<file path="config.mk">
export PLATFORM = sky130hd
export DESIGN_NAME = pidv_ctrl
export DESIGN_NICKNAME = d
export VERILOG_FILES = /design/src/pidv_pkg.sv /design/src/pidv_map_if.sv /design/src/pidv_ctrl.sv /design/src/pidv_mapper.sv
export SDC_FILE = /design/constraint.sdc
export NUM_CORES = 1
export LEC_CHECK = 0
export BUFFER_PORTS_ARGS = -buffer_cell sky130_fd_sc_hd__buf_2
export CAP_MARGIN = 10
export CORE_AREA = 2 2 134 136
export CTS_BUF_LIST = sky130_fd_sc_hd__clkbuf_16
export DETAILED_ROUTE_END_ITERATION = 10
export DIE_AREA = 0 0 136 138
export GPL_TIMING_DRIVEN = 1
export PLACE_DENSITY = 0.53
export SLEW_MARGIN = 0
export SYNTH_ARGS = -nofsm -noshare
export SYNTH_HDL_FRONTEND = slang
export SYNTH_SLANG_ARGS = --single-unit
</file>
<file path="constraint.sdc">
create_clock -name mclk_i -period 5.7 [get_ports mclk_i]
set_clock_uncertainty 0.1 [all_clocks]
set_input_delay 1.71 -clock mclk_i [delete_from_list [all_inputs] [get_ports mclk_i]]
set_output_delay 1.71 -clock mclk_i [all_outputs]
set_load 0.05 [all_outputs]
</file>
<file path="src/pidv_pkg.sv">
// Package: constants for the partition-ID virtualization control block
package pidv_pkg;
   // ----------------------------------------------------------------
   // System instruction encodings
   // ----------------------------------------------------------------
   localparam logic [1:0] PIDV_OP0 = 2'h3;
   localparam logic [2:0] PIDV_HCR_OP1 = 3'h4;
   localparam logic [3:0] PIDV_CRN = 4'hA;
   localparam logic [3:0] PIDV_HCR_CRM = 4'h4;
   localparam logic [2:0] PIDV_HCR_OP2 = 3'h0;
   localparam logic [2:0] PIDV_ID_OP1 = 3'h0;
   localparam logic [3:0] PIDV_ID_CRM = 4'h4;
   localparam logic [2:0] PIDV_ID_OP2 = 3'h4;
   // ----------------------------------------------------------------
   // Control register fields
   // ----------------------------------------------------------------
   localparam int PIDV_HCR_ID_TRAP_BIT = 31;
   localparam int PIDV_HCR_GAPP_LOCK_BIT = 8;
   localparam int PIDV_HCR_L1_MAP_BIT = 1;
   localparam int PIDV_HCR_L0_MAP_BIT = 0;
   localparam logic [63:0] PIDV_HCR_WMASK = 64'h0000_0000_8000_0103;
   localparam logic [63:0] PIDV_HCR_RST = 64'h0000_0000_8000_0000;
   // ----------------------------------------------------------------
   // ID register fields
   // ----------------------------------------------------------------
   localparam int PIDV_ID_SDEF_BIT = 61;
   localparam int PIDV_ID_FNS_BIT = 60;
   localparam int PIDV_ID_TRAP_SUP_BIT = 58;
   localparam int PIDV_ID_MON_GROUP_LSB = 32;
   localparam int PIDV_ID_VPMR_LSB = 18;
   localparam int PIDV_ID_VIRT_BIT = 17;
   localparam logic [11:0] PIDV_REDIR_HCR_OFFS = 12'h930;
   localparam logic [11:0] PIDV_REDIR_NONE = 12'h000;
   localparam logic [5:0] PIDV_EC_SYSREG = 6'h18;
   localparam logic [5:0] PIDV_EC_NONE = 6'h00;
   localparam logic [15:0] PIDV_DEFAULT_PID = 16'h0000;
   localparam int PIDV_PID_W = 16;
   localparam int PIDV_MAP_ENTRIES = 4;
   // Exception levels
   typedef enum logic [1:0] {PIDV_EL0, PIDV_EL1, PIDV_EL2, PIDV_EL3} pidv_el_e;
   // Access outcome
   typedef enum logic [1:0] {PIDV_OK, PIDV_UNDEF, PIDV_TRAP, PIDV_REDIR} pidv_res_e;
endpackage

</file>
<file path="src/pidv_map_if.sv">
// Interface: virtual partition ID lookup between label path and mapper
`timescale 1ns/1ps
interface pidv_map_if;
   logic [15:0] vpid_i;
   logic [15:0] vpid_d;
   logic [15:0] ppid_i;
   logic [15:0] ppid_d;
   logic hit_i;
   logic hit_d;
   modport req (output vpid_i, output vpid_d, input ppid_i, input ppid_d, input hit_i,
      input hit_d);
   modport map (input vpid_i, input vpid_d, output ppid_i, output ppid_d, output hit_i,
      output hit_d);
endinterface

</file>
<file path="src/pidv_ctrl.sv">
// Top: partition-ID virtualization control and ID register logic
`timescale 1ns/1ps
module pidv_ctrl
   import pidv_pkg::*;
#(
   parameter bit HAS_EL2 = 1'b1,
   parameter bit HAS_EL3 = 1'b0,
   parameter bit HAS_VIRT = 1'b1,
   parameter bit HAS_SDEF = 1'b1,
   parameter bit HAS_FNS = 1'b1,
   parameter bit HAS_TRAP_BIT = 1'b1,
   parameter logic [7:0] MAX_MON_GROUP = 8'hFF,
   parameter logic [2:0] MAX_VPMR = 3'h0,
   parameter logic [15:0] MAX_PID = 16'hFFFF
)
(
   input wire logic mclk_i,
   input wire logic reset_n_i,
   // System instruction access
   input wire logic acc_valid_i,
   input wire logic acc_write_i,
   input wire logic [1:0] acc_op0_i,
   input wire logic [2:0] acc_op1_i,
   input wire logic [3:0] acc_crn_i,
   input wire logic [3:0] acc_crm_i,
   input wire logic [2:0] acc_op2_i,
   input wire logic [63:0] acc_wdata_i,
   // Processor state
   input wire logic [1:0] cur_el_i,
   input wire logic el2_enabled_i,
   input wire logic secure_i,
   input wire logic halted_i,
   input wire logic secure_debug_disable_i,
   input wire logic trap_general_i,
   input wire logic host_extension_i,
   input wire logic nested_virt_i,
   input wire logic nested_virt_memory_i,
   input wire logic lower_level_trap_i,
   input wire logic hyp_id_trap_bit_i,
   input wire logic secure_default_override_i,
   input wire logic force_nonsecure_i,
   // Label sources
   input wire logic [31:0] level0_label_register_i,
   input wire logic [31:0] level1_label_register_i,
   input wire logic [63:0] virtual_map_register_i,
   input wire logic [3:0] map_valid_register_i,
   // Access results
   output logic acc_done_o,
   output logic [1:0] acc_result_o,
   output logic [1:0] acc_trap_el_o,
   output logic [5:0] acc_syndrome_o,
   output logic [11:0] acc_redir_offs_o,
   output logic [63:0] acc_rdata_o,
   // Labels for level 0 and 1 requests
   output logic [15:0] instruction_partition_id_o,
   output logic [15:0] data_partition_id_o,
   output logic nonsecure_label_bit_o
);
   logic [63:0] hcr_val;
   logic id_trap_ff;
   logic gapp_lock_ff;
   logic l1_map_ff;
   logic l0_map_ff;
   logic [63:0] nxt_hcr;
   logic [63:0] id_val;
   logic hit_hcr;
   logic hit_id;
   logic [1:0] res;
   logic [1:0] tel;
   logic [63:0] rdv;
   logic use_l1;
   logic map_on;
   logic [15:0] src_i;
   logic [15:0] src_d;
   logic hcr_on;
   pidv_el_e el;
   pidv_map_if mif ();
   assign el = pidv_el_e'(cur_el_i);
   // ----------------------------------------------------------------
   // ID register value, reserved bits zero
   // ----------------------------------------------------------------
   always_comb
   begin
      id_val = '0;
      id_val[PIDV_ID_SDEF_BIT] = HAS_SDEF;
      id_val[PIDV_ID_FNS_BIT] = HAS_FNS;
      id_val[PIDV_ID_TRAP_SUP_BIT] = HAS_TRAP_BIT;
      id_val[PIDV_ID_MON_GROUP_LSB +: 8] = MAX_MON_GROUP;
      if (HAS_VIRT && HAS_EL2)
      begin
         id_val[PIDV_ID_VPMR_LSB +: 3] = MAX_VPMR;
         id_val[PIDV_ID_VIRT_BIT] = 1'b1;
      end
      id_val[15:0] = MAX_PID;
   end
   assign hcr_on = HAS_VIRT && HAS_EL2;
   // ----------------------------------------------------------------
   // Decode
   // ----------------------------------------------------------------
   assign hit_hcr = acc_op0_i == PIDV_OP0 && acc_op1_i == PIDV_HCR_OP1
      && acc_crn_i == PIDV_CRN && acc_crm_i == PIDV_HCR_CRM
      && acc_op2_i == PIDV_HCR_OP2;
   assign hit_id = acc_op0_i == PIDV_OP0 && acc_op1_i == PIDV_ID_OP1
      && acc_crn_i == PIDV_CRN && acc_crm_i == PIDV_ID_CRM
      && acc_op2_i == PIDV_ID_OP2 && !acc_write_i;
   // ----------------------------------------------------------------
   // Access decision
   // ----------------------------------------------------------------
   always_comb
   begin
      res = PIDV_UNDEF;
      tel = PIDV_EL0;
      rdv = '0;
      nxt_hcr = hcr_val;
      if (hit_hcr && hcr_on)
      begin
         unique case (el)
            PIDV_EL0: res = PIDV_UNDEF;
            PIDV_EL1:
            begin
               if (el2_enabled_i && nested_virt_i && nested_virt_memory_i)
                  res = PIDV_REDIR;
               else if (el2_enabled_i && nested_virt_i)
               begin
                  if (HAS_EL3 && lower_level_trap_i)
                  begin
                     res = (halted_i && secure_debug_disable_i) ? PIDV_UNDEF : PIDV_TRAP;
                     tel = PIDV_EL3;
                  end
                  else
                  begin
                     res = PIDV_TRAP;
                     tel = PIDV_EL2;
                  end
               end
            end
            PIDV_EL2:
            begin
               if (HAS_EL3 && lower_level_trap_i)
               begin
                  res = (halted_i && secure_debug_disable_i) ? PIDV_UNDEF : PIDV_TRAP;
                  tel = PIDV_EL3;
               end
               else
                  res = PIDV_OK;
            end
            PIDV_EL3: res = PIDV_OK;
         endcase
         if (res == PIDV_OK)
         begin
            rdv = hcr_val;
            if (acc_write_i)
               nxt_hcr = acc_wdata_i & PIDV_HCR_WMASK;
         end
      end
      else if (hit_id)
      begin
         unique case (el)
            PIDV_EL0: res = PIDV_UNDEF;
            PIDV_EL1, PIDV_EL2:
            begin
               if (HAS_EL3 && lower_level_trap_i)
               begin
                  res = (halted_i && secure_debug_disable_i) ? PIDV_UNDEF : PIDV_TRAP;
                  tel = PIDV_EL3;
               end
               else if (el == PIDV_EL1 && el2_enabled_i
                  && ((hcr_on && hcr_val[PIDV_HCR_ID_TRAP_BIT])
                  || (HAS_TRAP_BIT && hyp_id_trap_bit_i)))
               begin
                  res = PIDV_TRAP;
                  tel = PIDV_EL2;
               end
               else
                  res = PIDV_OK;
            end
            PIDV_EL3: res = PIDV_OK;
         endcase
         if (res == PIDV_OK)
            rdv = id_val;
      end
      // Anything else (including absent control register) is undefined
   end
   // ----------------------------------------------------------------
   // Control register state, one flop per implemented field
   // ----------------------------------------------------------------
   // Trap bit resets to 1; with level 3 present any value is legal, so one constant serves
   always_ff @(posedge mclk_i or negedge reset_n_i)
   begin
      if (!reset_n_i)
         id_trap_ff <= PIDV_HCR_RST[PIDV_HCR_ID_TRAP_BIT];
      else if (acc_valid_i)
         id_trap_ff <= nxt_hcr[PIDV_HCR_ID_TRAP_BIT];
   end
   // Other fields reset free; zero keeps the first labels deterministic
   always_ff @(posedge mclk_i or negedge reset_n_i)
   begin
      if (!reset_n_i)
         gapp_lock_ff <= PIDV_HCR_RST[PIDV_HCR_GAPP_LOCK_BIT];
      else if (acc_valid_i)
         gapp_lock_ff <= nxt_hcr[PIDV_HCR_GAPP_LOCK_BIT];
   end
   always_ff @(posedge mclk_i or negedge reset_n_i)
   begin
      if (!reset_n_i)
         l1_map_ff <= PIDV_HCR_RST[PIDV_HCR_L1_MAP_BIT];
      else if (acc_valid_i)
         l1_map_ff <= nxt_hcr[PIDV_HCR_L1_MAP_BIT];
   end
   always_ff @(posedge mclk_i or negedge reset_n_i)
   begin
      if (!reset_n_i)
         l0_map_ff <= PIDV_HCR_RST[PIDV_HCR_L0_MAP_BIT];
      else if (acc_valid_i)
         l0_map_ff <= nxt_hcr[PIDV_HCR_L0_MAP_BIT];
   end
   // Reserved bits have no storage, so they always read back as zero
   always_comb
   begin
      hcr_val = '0;
      hcr_val[PIDV_HCR_ID_TRAP_BIT] = id_trap_ff;
      hcr_val[PIDV_HCR_GAPP_LOCK_BIT] = gapp_lock_ff;
      hcr_val[PIDV_HCR_L1_MAP_BIT] = l1_map_ff;
      hcr_val[PIDV_HCR_L0_MAP_BIT] = l0_map_ff;
   end
   // ----------------------------------------------------------------
   // Access answer registers
   // ----------------------------------------------------------------
   // Done is a plain one-cycle echo of the request
   always_ff @(posedge mclk_i or negedge reset_n_i)
   begin
      if (!reset_n_i)
         acc_done_o <= 1'b0;
      else
         acc_done_o <= acc_valid_i;
   end
   // Outcome holds until the next request so it may be sampled late
   always_ff @(posedge mclk_i or negedge reset_n_i)
   begin
      if (!reset_n_i)
      begin
         acc_result_o <= PIDV_OK;
         acc_trap_el_o <= PIDV_EL0;
         acc_syndrome_o <= PIDV_EC_NONE;
         acc_redir_offs_o <= PIDV_REDIR_NONE;
      end
      else if (acc_valid_i)
      begin
         acc_result_o <= res;
         acc_trap_el_o <= tel;
         acc_syndrome_o <= (res == PIDV_TRAP) ? PIDV_EC_SYSREG : PIDV_EC_NONE;
         acc_redir_offs_o <= (res == PIDV_REDIR) ? PIDV_REDIR_HCR_OFFS : PIDV_REDIR_NONE;
      end
   end
   // Writes return zero so stale read data never leaks out
   always_ff @(posedge mclk_i or negedge reset_n_i)
   begin
      if (!reset_n_i)
         acc_rdata_o <= '0;
      else if (acc_valid_i)
         acc_rdata_o <= acc_write_i ? '0 : rdv;
   end
   // ----------------------------------------------------------------
   // Label generation
   // ----------------------------------------------------------------
   always_comb
   begin
      use_l1 = 1'b0;
      map_on = 1'b0;
      if (el == PIDV_EL1)
         map_on = hcr_on && el2_enabled_i && hcr_val[PIDV_HCR_L1_MAP_BIT];
      else if (el == PIDV_EL0)
      begin
         use_l1 = hcr_on && el2_enabled_i && !trap_general_i
            && hcr_val[PIDV_HCR_GAPP_LOCK_BIT];
         if (use_l1)
            map_on = hcr_val[PIDV_HCR_L1_MAP_BIT];
         else
            map_on = hcr_on && el2_enabled_i && hcr_val[PIDV_HCR_L0_MAP_BIT]
               && !(host_extension_i && trap_general_i);
      end
   end
   assign src_i = (el == PIDV_EL1 || use_l1) ? level1_label_register_i[15:0]
      : level0_label_register_i[15:0];
   assign src_d = (el == PIDV_EL1 || use_l1) ? level1_label_register_i[31:16]
      : level0_label_register_i[31:16];
   assign mif.vpid_i = src_i;
   assign mif.vpid_d = src_d;
   pidv_mapper u_map (
      .map_reg_i(virtual_map_register_i),
      .map_valid_i(map_valid_register_i),
      .mif(mif)
   );
   // ----------------------------------------------------------------
   // Label output registers
   // ----------------------------------------------------------------
   always_ff @(posedge mclk_i or negedge reset_n_i)
   begin
      if (!reset_n_i)
      begin
         instruction_partition_id_o <= PIDV_DEFAULT_PID;
         data_partition_id_o <= PIDV_DEFAULT_PID;
      end
      else if (secure_i && HAS_SDEF && secure_default_override_i)
      begin
         instruction_partition_id_o <= PIDV_DEFAULT_PID;
         data_partition_id_o <= PIDV_DEFAULT_PID;
      end
      else
      begin
         // Invalid mapping falls back to default ID 0
         instruction_partition_id_o <= !map_on ? src_i
            : (mif.hit_i ? mif.ppid_i : PIDV_DEFAULT_PID);
         data_partition_id_o <= !map_on ? src_d
            : (mif.hit_d ? mif.ppid_d : PIDV_DEFAULT_PID);
      end
   end
   // Reset to nonsecure so nothing leaves labelled secure before state is known
   always_ff @(posedge mclk_i or negedge reset_n_i)
   begin
      if (!reset_n_i)
         nonsecure_label_bit_o <= 1'b1;
      else
         nonsecure_label_bit_o <= !secure_i || (HAS_FNS && force_nonsecure_i);
   end
endmodule

</file>
<file path="src/pidv_mapper.sv">
// Mapper: virtual-to-physical partition ID lookup
`timescale 1ns/1ps
module pidv_mapper
   import pidv_pkg::*;
(
   input wire logic [63:0] map_reg_i,
   input wire logic [3:0] map_valid_i,
   pidv_map_if.map mif
);
   logic [15:0] ent [PIDV_MAP_ENTRIES];
   // ----------------------------------------------------------------
   // Entry slicing, lowest virtual ID in low bits
   // ----------------------------------------------------------------
   genvar g;
   generate
      for (g = 0; g < PIDV_MAP_ENTRIES; g++)
      begin : g_ent
         assign ent[g] = map_reg_i[g*PIDV_PID_W +: PIDV_PID_W];
      end
   endgenerate
   // Only one mapping register held here; higher IDs miss
   assign mif.hit_i = (mif.vpid_i < 16'(PIDV_MAP_ENTRIES)) && map_valid_i[mif.vpid_i[1:0]];
   assign mif.hit_d = (mif.vpid_d < 16'(PIDV_MAP_ENTRIES)) && map_valid_i[mif.vpid_d[1:0]];
   assign mif.ppid_i = ent[mif.vpid_i[1:0]];
   assign mif.ppid_d = ent[mif.vpid_d[1:0]];
endmodule

</file>
# [Word level (Yosys, flattened, before mapping)]
# Cells that the tools add are included.
[totals] word_cells=114 register_bits=124 out_inout_bits=120 inputBits=230
[op_classes] magnitude_cmp=6 n_reduce_logical=37 n_bitwise=2 n_mux=46 eq_ne=10
[ops] cell="16-bit two-way mux" count=12
[ops] cell="64-bit two-way mux" count=2
[ops] cell="62-bit two-way mux" count=2
[ops] cell="16-bit binary-select mux with 2-bit select" count=2
[ops] cell="16-bit by 3-bit < comparator with 1-bit output, second input constant" count=2
[ops] cell="32-bit two-way mux" count=1
[ops] cell="2-bit two-way mux" count=14
[ops] cell="1-bit logical AND" count=22
[ops] cell="12-bit two-way mux" count=1
[ops] cell="2-bit one-hot mux with 3 select lines" count=2
[ops] cell="2-bit equality test, second input constant" count=5
[ops] cell="1-bit two-way mux" count=7
[ops] cell="3-bit equality test, second input constant" count=2
[ops] cell="3-bit >= comparator, second input constant" count=2
[ops] cell="2-bit logical NOT" count=3
[ops] cell="3-bit logical NOT" count=2
[ops] cell="2-bit by 3-bit < comparator with 1-bit output, second input constant" count=2
[ops] cell="2-bit NOT with 3-bit output" count=2
[ops] cell="5-bit two-way mux" count=1
[ops] cell="1-bit binary-select mux with 2-bit select" count=2
[ops] cell="4-bit by 3-bit equality test with 1-bit output, second input constant" count=1
[ops] cell="4-bit equality test, second input constant" count=1
[ops] cell="1-bit logical NOT" count=4
[ops] cell="4-bit AND reduction" count=1
[ops] cell="3 further kinds" count=6

# [Depth between registers and ports, before layout]
[depth] ltp_word=14 ltp_mapped=10

# [Cells and area by module]
# A second synthesis with hierarchy kept.
[unflattened] cells_unflattened=508 area_unflattened_um2=4768.3
[by_module_without_submodules] mod="pidv_ctrl" area_per_inst_um2=3804.9 cells_per_inst=454 n_inst=1 seq_area_each_um2=1203.7
[by_module_without_submodules] mod="pidv_mapper" area_per_inst_um2=963.4 cells_per_inst=54 n_inst=1 seq_area_each_um2=0.0

# [Worst setup path before layout]
# Ideal clock, no wire load.
[synth_timing] kind="input to register" start="input port cur_el_i[0]" end="register instruction_partition_id_o[0]" setup_ps=134 arrival_ps=3344 stages=9 t_required_ps=5466 path_slack_ps=2122 cell_sequence="inv_1 > ha_1 > and4b_1 > buf_4 > o21ai_2 > nand2_1 > o311ai_4 > buf_6 > o211ai_1"
[synth_via] elab_chain_len=12 elab_cells_between_ends=19 classes_between="1 x order compare; 1 x eq/ne; 13 x mux; 1 x bitwise; 3 x reduce/logical"
[synth_lines] element="start: declaration" line="pidv_ctrl.sv:29" source="input wire logic [1:0] cur_el_i,"
[synth_lines] element="branches (longest 10 deep; another with 16-bit by 3-bit < comparator with 1-bit output)"
[synth_lines] element="16-bit two-way mux *" line="pidv_ctrl.sv:312" source="instruction_partition_id_o <= !map_on ? src_i"
[synth_lines] element="16-bit two-way mux *" line="pidv_ctrl.sv:304" source="else if (secure_i && HAS_SDEF && secure_default_override_i)"
[synth_lines] element="end signal: assignment" line="pidv_ctrl.sv:312"
[synth_lines] element="end: declaration" line="pidv_ctrl.sv:55" source="output logic [15:0] instruction_partition_id_o,"
# Mark *: on every way between the ends. The select of a mux whose other input is x is not followed.
# A chain may end at the register's enable or synchronous reset.

# [Final worst setup path]
[layout_timing] start="input port cur_el_i[0]" end="register data_partition_id_o[5]"
[layout_via] elab_chain_len=12 elab_cells_between_ends=19 classes_between="1 x order compare; 1 x eq/ne; 13 x mux; 1 x bitwise; 3 x reduce/logical"
[layout_lines] element="branches (longest 10 deep; another with 16-bit by 3-bit < comparator with 1-bit output)"
[layout_lines] element="16-bit two-way mux *" line="pidv_ctrl.sv:314" source="data_partition_id_o <= !map_on ? src_d"
[layout_lines] element="16-bit two-way mux *" line="pidv_ctrl.sv:304"
[layout_lines] element="end signal: assignment" line="pidv_ctrl.sv:314"
[layout_lines] element="end: declaration" line="pidv_ctrl.sv:56" source="output logic [15:0] data_partition_id_o,"
# Marked as above.

==> run_results.csv <==
group,metric,value,unit
min_path,hold_path.class,"reg -> reg",
setup_path,arrival,4520,ps
setup_path,endpoint_kind,"register",
drt,first_pass_iters,4,
pwr,switching_share,0.399,
yosys,synth_edf_count,0,
yosys,synthCells,506,
clock_network,postCtsResizedCells,0,
sta,finalWorstSetupSlack,1220,ps
global_routing,grt_pass1_wl,26600,µm
clock_network,cts_hold_buf,0,
pwr,switching_power,463,µW
yosys,avgSynthCellArea,8.76,µm²
finish,drive_above_1_share,0.437,
pwr,combPwrFrac,0.381,
clock_network,cts_setup_buffers,0,
drt,postRouteWirelength,18300,µm
drt,via_count,4704,
clock_network,clockBufferDepth,2,
placement,preCtsSetupSlack,903,ps
setup_path,cp_max_fo,34,
drt,drc,0,
floorplanning,fp.dieH,138,µm
sta,maxSlewViolCount,0,
global_routing,grt_antenna_before_repair,2,
yosys,synth-adder-area-share,0.00564,
yosys,async_flop_share,1.00,
global_routing,grt_max_degree,49,
global_routing,gr-total-overflow,0,
sta,tns,0,ps
min_path,min-delay-start,"acc_result_o[0]",
status,status,"finished clean",
yosys,syn_area,4430,µm²
clock_network,cts.sinks,48,
global_routing,grtUsageTotal,0.187,
yosys,synth_top_family_by_area,"compound AO/OA/AOI/OAI gates",
drt,ant_nets,0,
setup_path,r2r_start,"gapp_lock_ff",
finish,area_delta_synth_final,26.6,%
yosys,synth_simple_gate_area_share,0.203,
floorplanning,core-area,17500,µm²
floorplanning,rows,49,
sta,rsz0062_at_grt,"false",
finish,final_cell_mix,"buf_2 (238), and3_1 (61), a211oi_1 (60)",
run,cap_violations,0,
setup_path,start_kind,"input port",
floorplanning,pin_count,350,
sta,fin_crit,4480,ps
sta,max_freq,223,MHz
pwr,p_leak,0.00289,µW
yosys,ys_seq_area_frac,0.271,
clock_network,cts_buffers,5,
pwr,irDropWorstVdd,0.103,mV
clock_network,clkSlewWorstSetupHoldPaths,70,ps
pwr,p_per_area,207,nW/µm²
sta,min_period_over_period,0.786,
drt,drtIter0Drc,217,
finish,final_nets,929,
pwr,power.clock.fraction,0.303,
floorplanning,start_util,0.253,
yosys,yosysWarnings,0,
sta,finalHoldViolCount,0,
sta,setup_viol,0,
yosys,synth-seq-cells,48,
pwr,seq_power_share,0.317,
setup_path,critPathRequiredTime,5740,ps
yosys,muxShareOfSynthArea,0.0903,
clock_network,clk-insertion-delay-late,290,ps
yosys,synth_compound_area_frac,0.258,
clock_network,h-tree-depth,2,
min_path,hold_depth,1,
sta,maxSlewHeadroom,0.270,
global_routing,grt_pass1_vias,4692,
finish,layout_commonest_cell,"buf_2",
placement,dp_hpwl,13600,µm
pwr,intPower,697,µW
setup_path,startpoint,"cur_el_i[0]",
drt,wl_per_cell,19.7,µm
floorplanning,die_area,18800,µm²
drt,via_per_inst,5.06,
clock_network,root_buffer,"clkbuf_16",
yosys,synthFlopType,"dfrtp_1",
finish,final_core_util,0.320,
pwr,finalPower,1160,µW
setup_path,reg2reg_depth,7,
setup_path,path_class,"in -> reg",
placement,gp_congestion,0.793,
yosys,ys_types,54,
clock_network,cts_tree,"yes",
floorplanning,die_w,136,µm
sta,tightest_slew,1090,ps
yosys,synthXorXnorAreaFrac,0,
placement,io_buffers,238,
power by group through the flow:
stage | clock network, µW | logic [µW] | registers (µW)
floorplan | 0 | 238 | 450
global route | 375 | 471 | 369
CTS | 361 | 443 | 367
detailed placement | 0 | 442 | 374
finish | 351 | 441 | 367
global placement | 0 | 442 | 374
logic make-up (layout without fill, tap and decap cells):
| family | Yosys count | after routing |
|---|---|---|
| and+or+nand+nor | 160 | 160 |
| DFF | 48 | 48 |
| AOI/OAI and AO/OA | 141 | 141 |
| buffers and inverters | 118 | 263 |
| muxes | 36 | 36 |
| other | 1 | 50 |
| adders and majority gates | 2 | 2 |
metrics by stage:
stage / hold slack (ps) / std cells / instance area (µm²)
after floorplan: 412 / 553 / 4610
after global placement: 373 / 919 / 5450
after detailed placement: 374 / 919 / 5450
after CTS: 389 / 927 / 5610
after global routing: 400 / 929 / 5620
final: 391 / 929 / 5620
worst max-delay path, cell delays in order:
cell	delay [ps]
buf_2	90
inv_1	40
ha_1	270
and4b_1	390
o21ai_2	180
buf_4	330
nand2_1	90
buf_4	250
o311ai_4	950
o31ai_1	210
routing by layer:
layer	routed length, µm	global-route usage	vias up
li1	-	-	2177
met1	6990	0.213	2221
met2	9100	0.331	277
met3	1660	0.0429	29
met4	500	0.0773	0
met5	0	0	-
state kept, by name (all words and copies together), names as in the netlist:
name	cells
l0_map_ff	1
data_partition_id_o	16
gapp_lock_ff	1
acc_rdata_o	5
nonsecure_label_bit_o	1
l1_map_ff	1
acc_trap_el_o	1
acc_result_o	2
acc_syndrome_o	1
instruction_partition_id_o	16
acc_done_o	1
id_trap_ff	1
acc_redir_offs_o	1
final cells by class:
type | instances | area (µm²)
Clock inverter | 3 | 38.8
Multi-Input combinational cell | 387 | 2660
Tap cell | 229 | 287
Inverter | 7 | 26.3
Antenna cell | 2 | 5.00
Sequential cell | 48 | 1200
Timing Repair Buffer | 248 | 1270
Fill cell | 1952 | 11900
Clock buffer | 5 | 125
cell usage after synthesis, types with 6 or more instances:
cell type  instances  area [µm²]
o31ai_2            6        75.1
a21oi_1            7        35.0
buf_4             77         578
mux2_2            32         360
nor4_1            12        75.1
a22o_1             6        52.6
dfrtp_1           46        1150
o31ai_1           24         180
a211oi_1          61         458
inv_1              7        26.3
nor2_1            12        45.0
clkbuf_1          24        90.1
and3_1            61         382
nand2_1           42         158
nand4_1            6        37.5
nand2b_1           6        37.5
final timing paths:
| check | slack (ps) | endpoint |
|---|---|---|
| hold / removal | 390 | acc_result_o[0] |
| setup / recovery | 1220 | data_partition_id_o[5] |
| setup reg to reg | 2650 | data_partition_id_o[5] |
| max in group asynchronous | 3600 | data_partition_id_o[2] |
| hold reg to reg | 390 | acc_result_o[0] |
| min in group asynchronous | 1440 | data_partition_id_o[12] |
(Power assumes the default switching activity.)
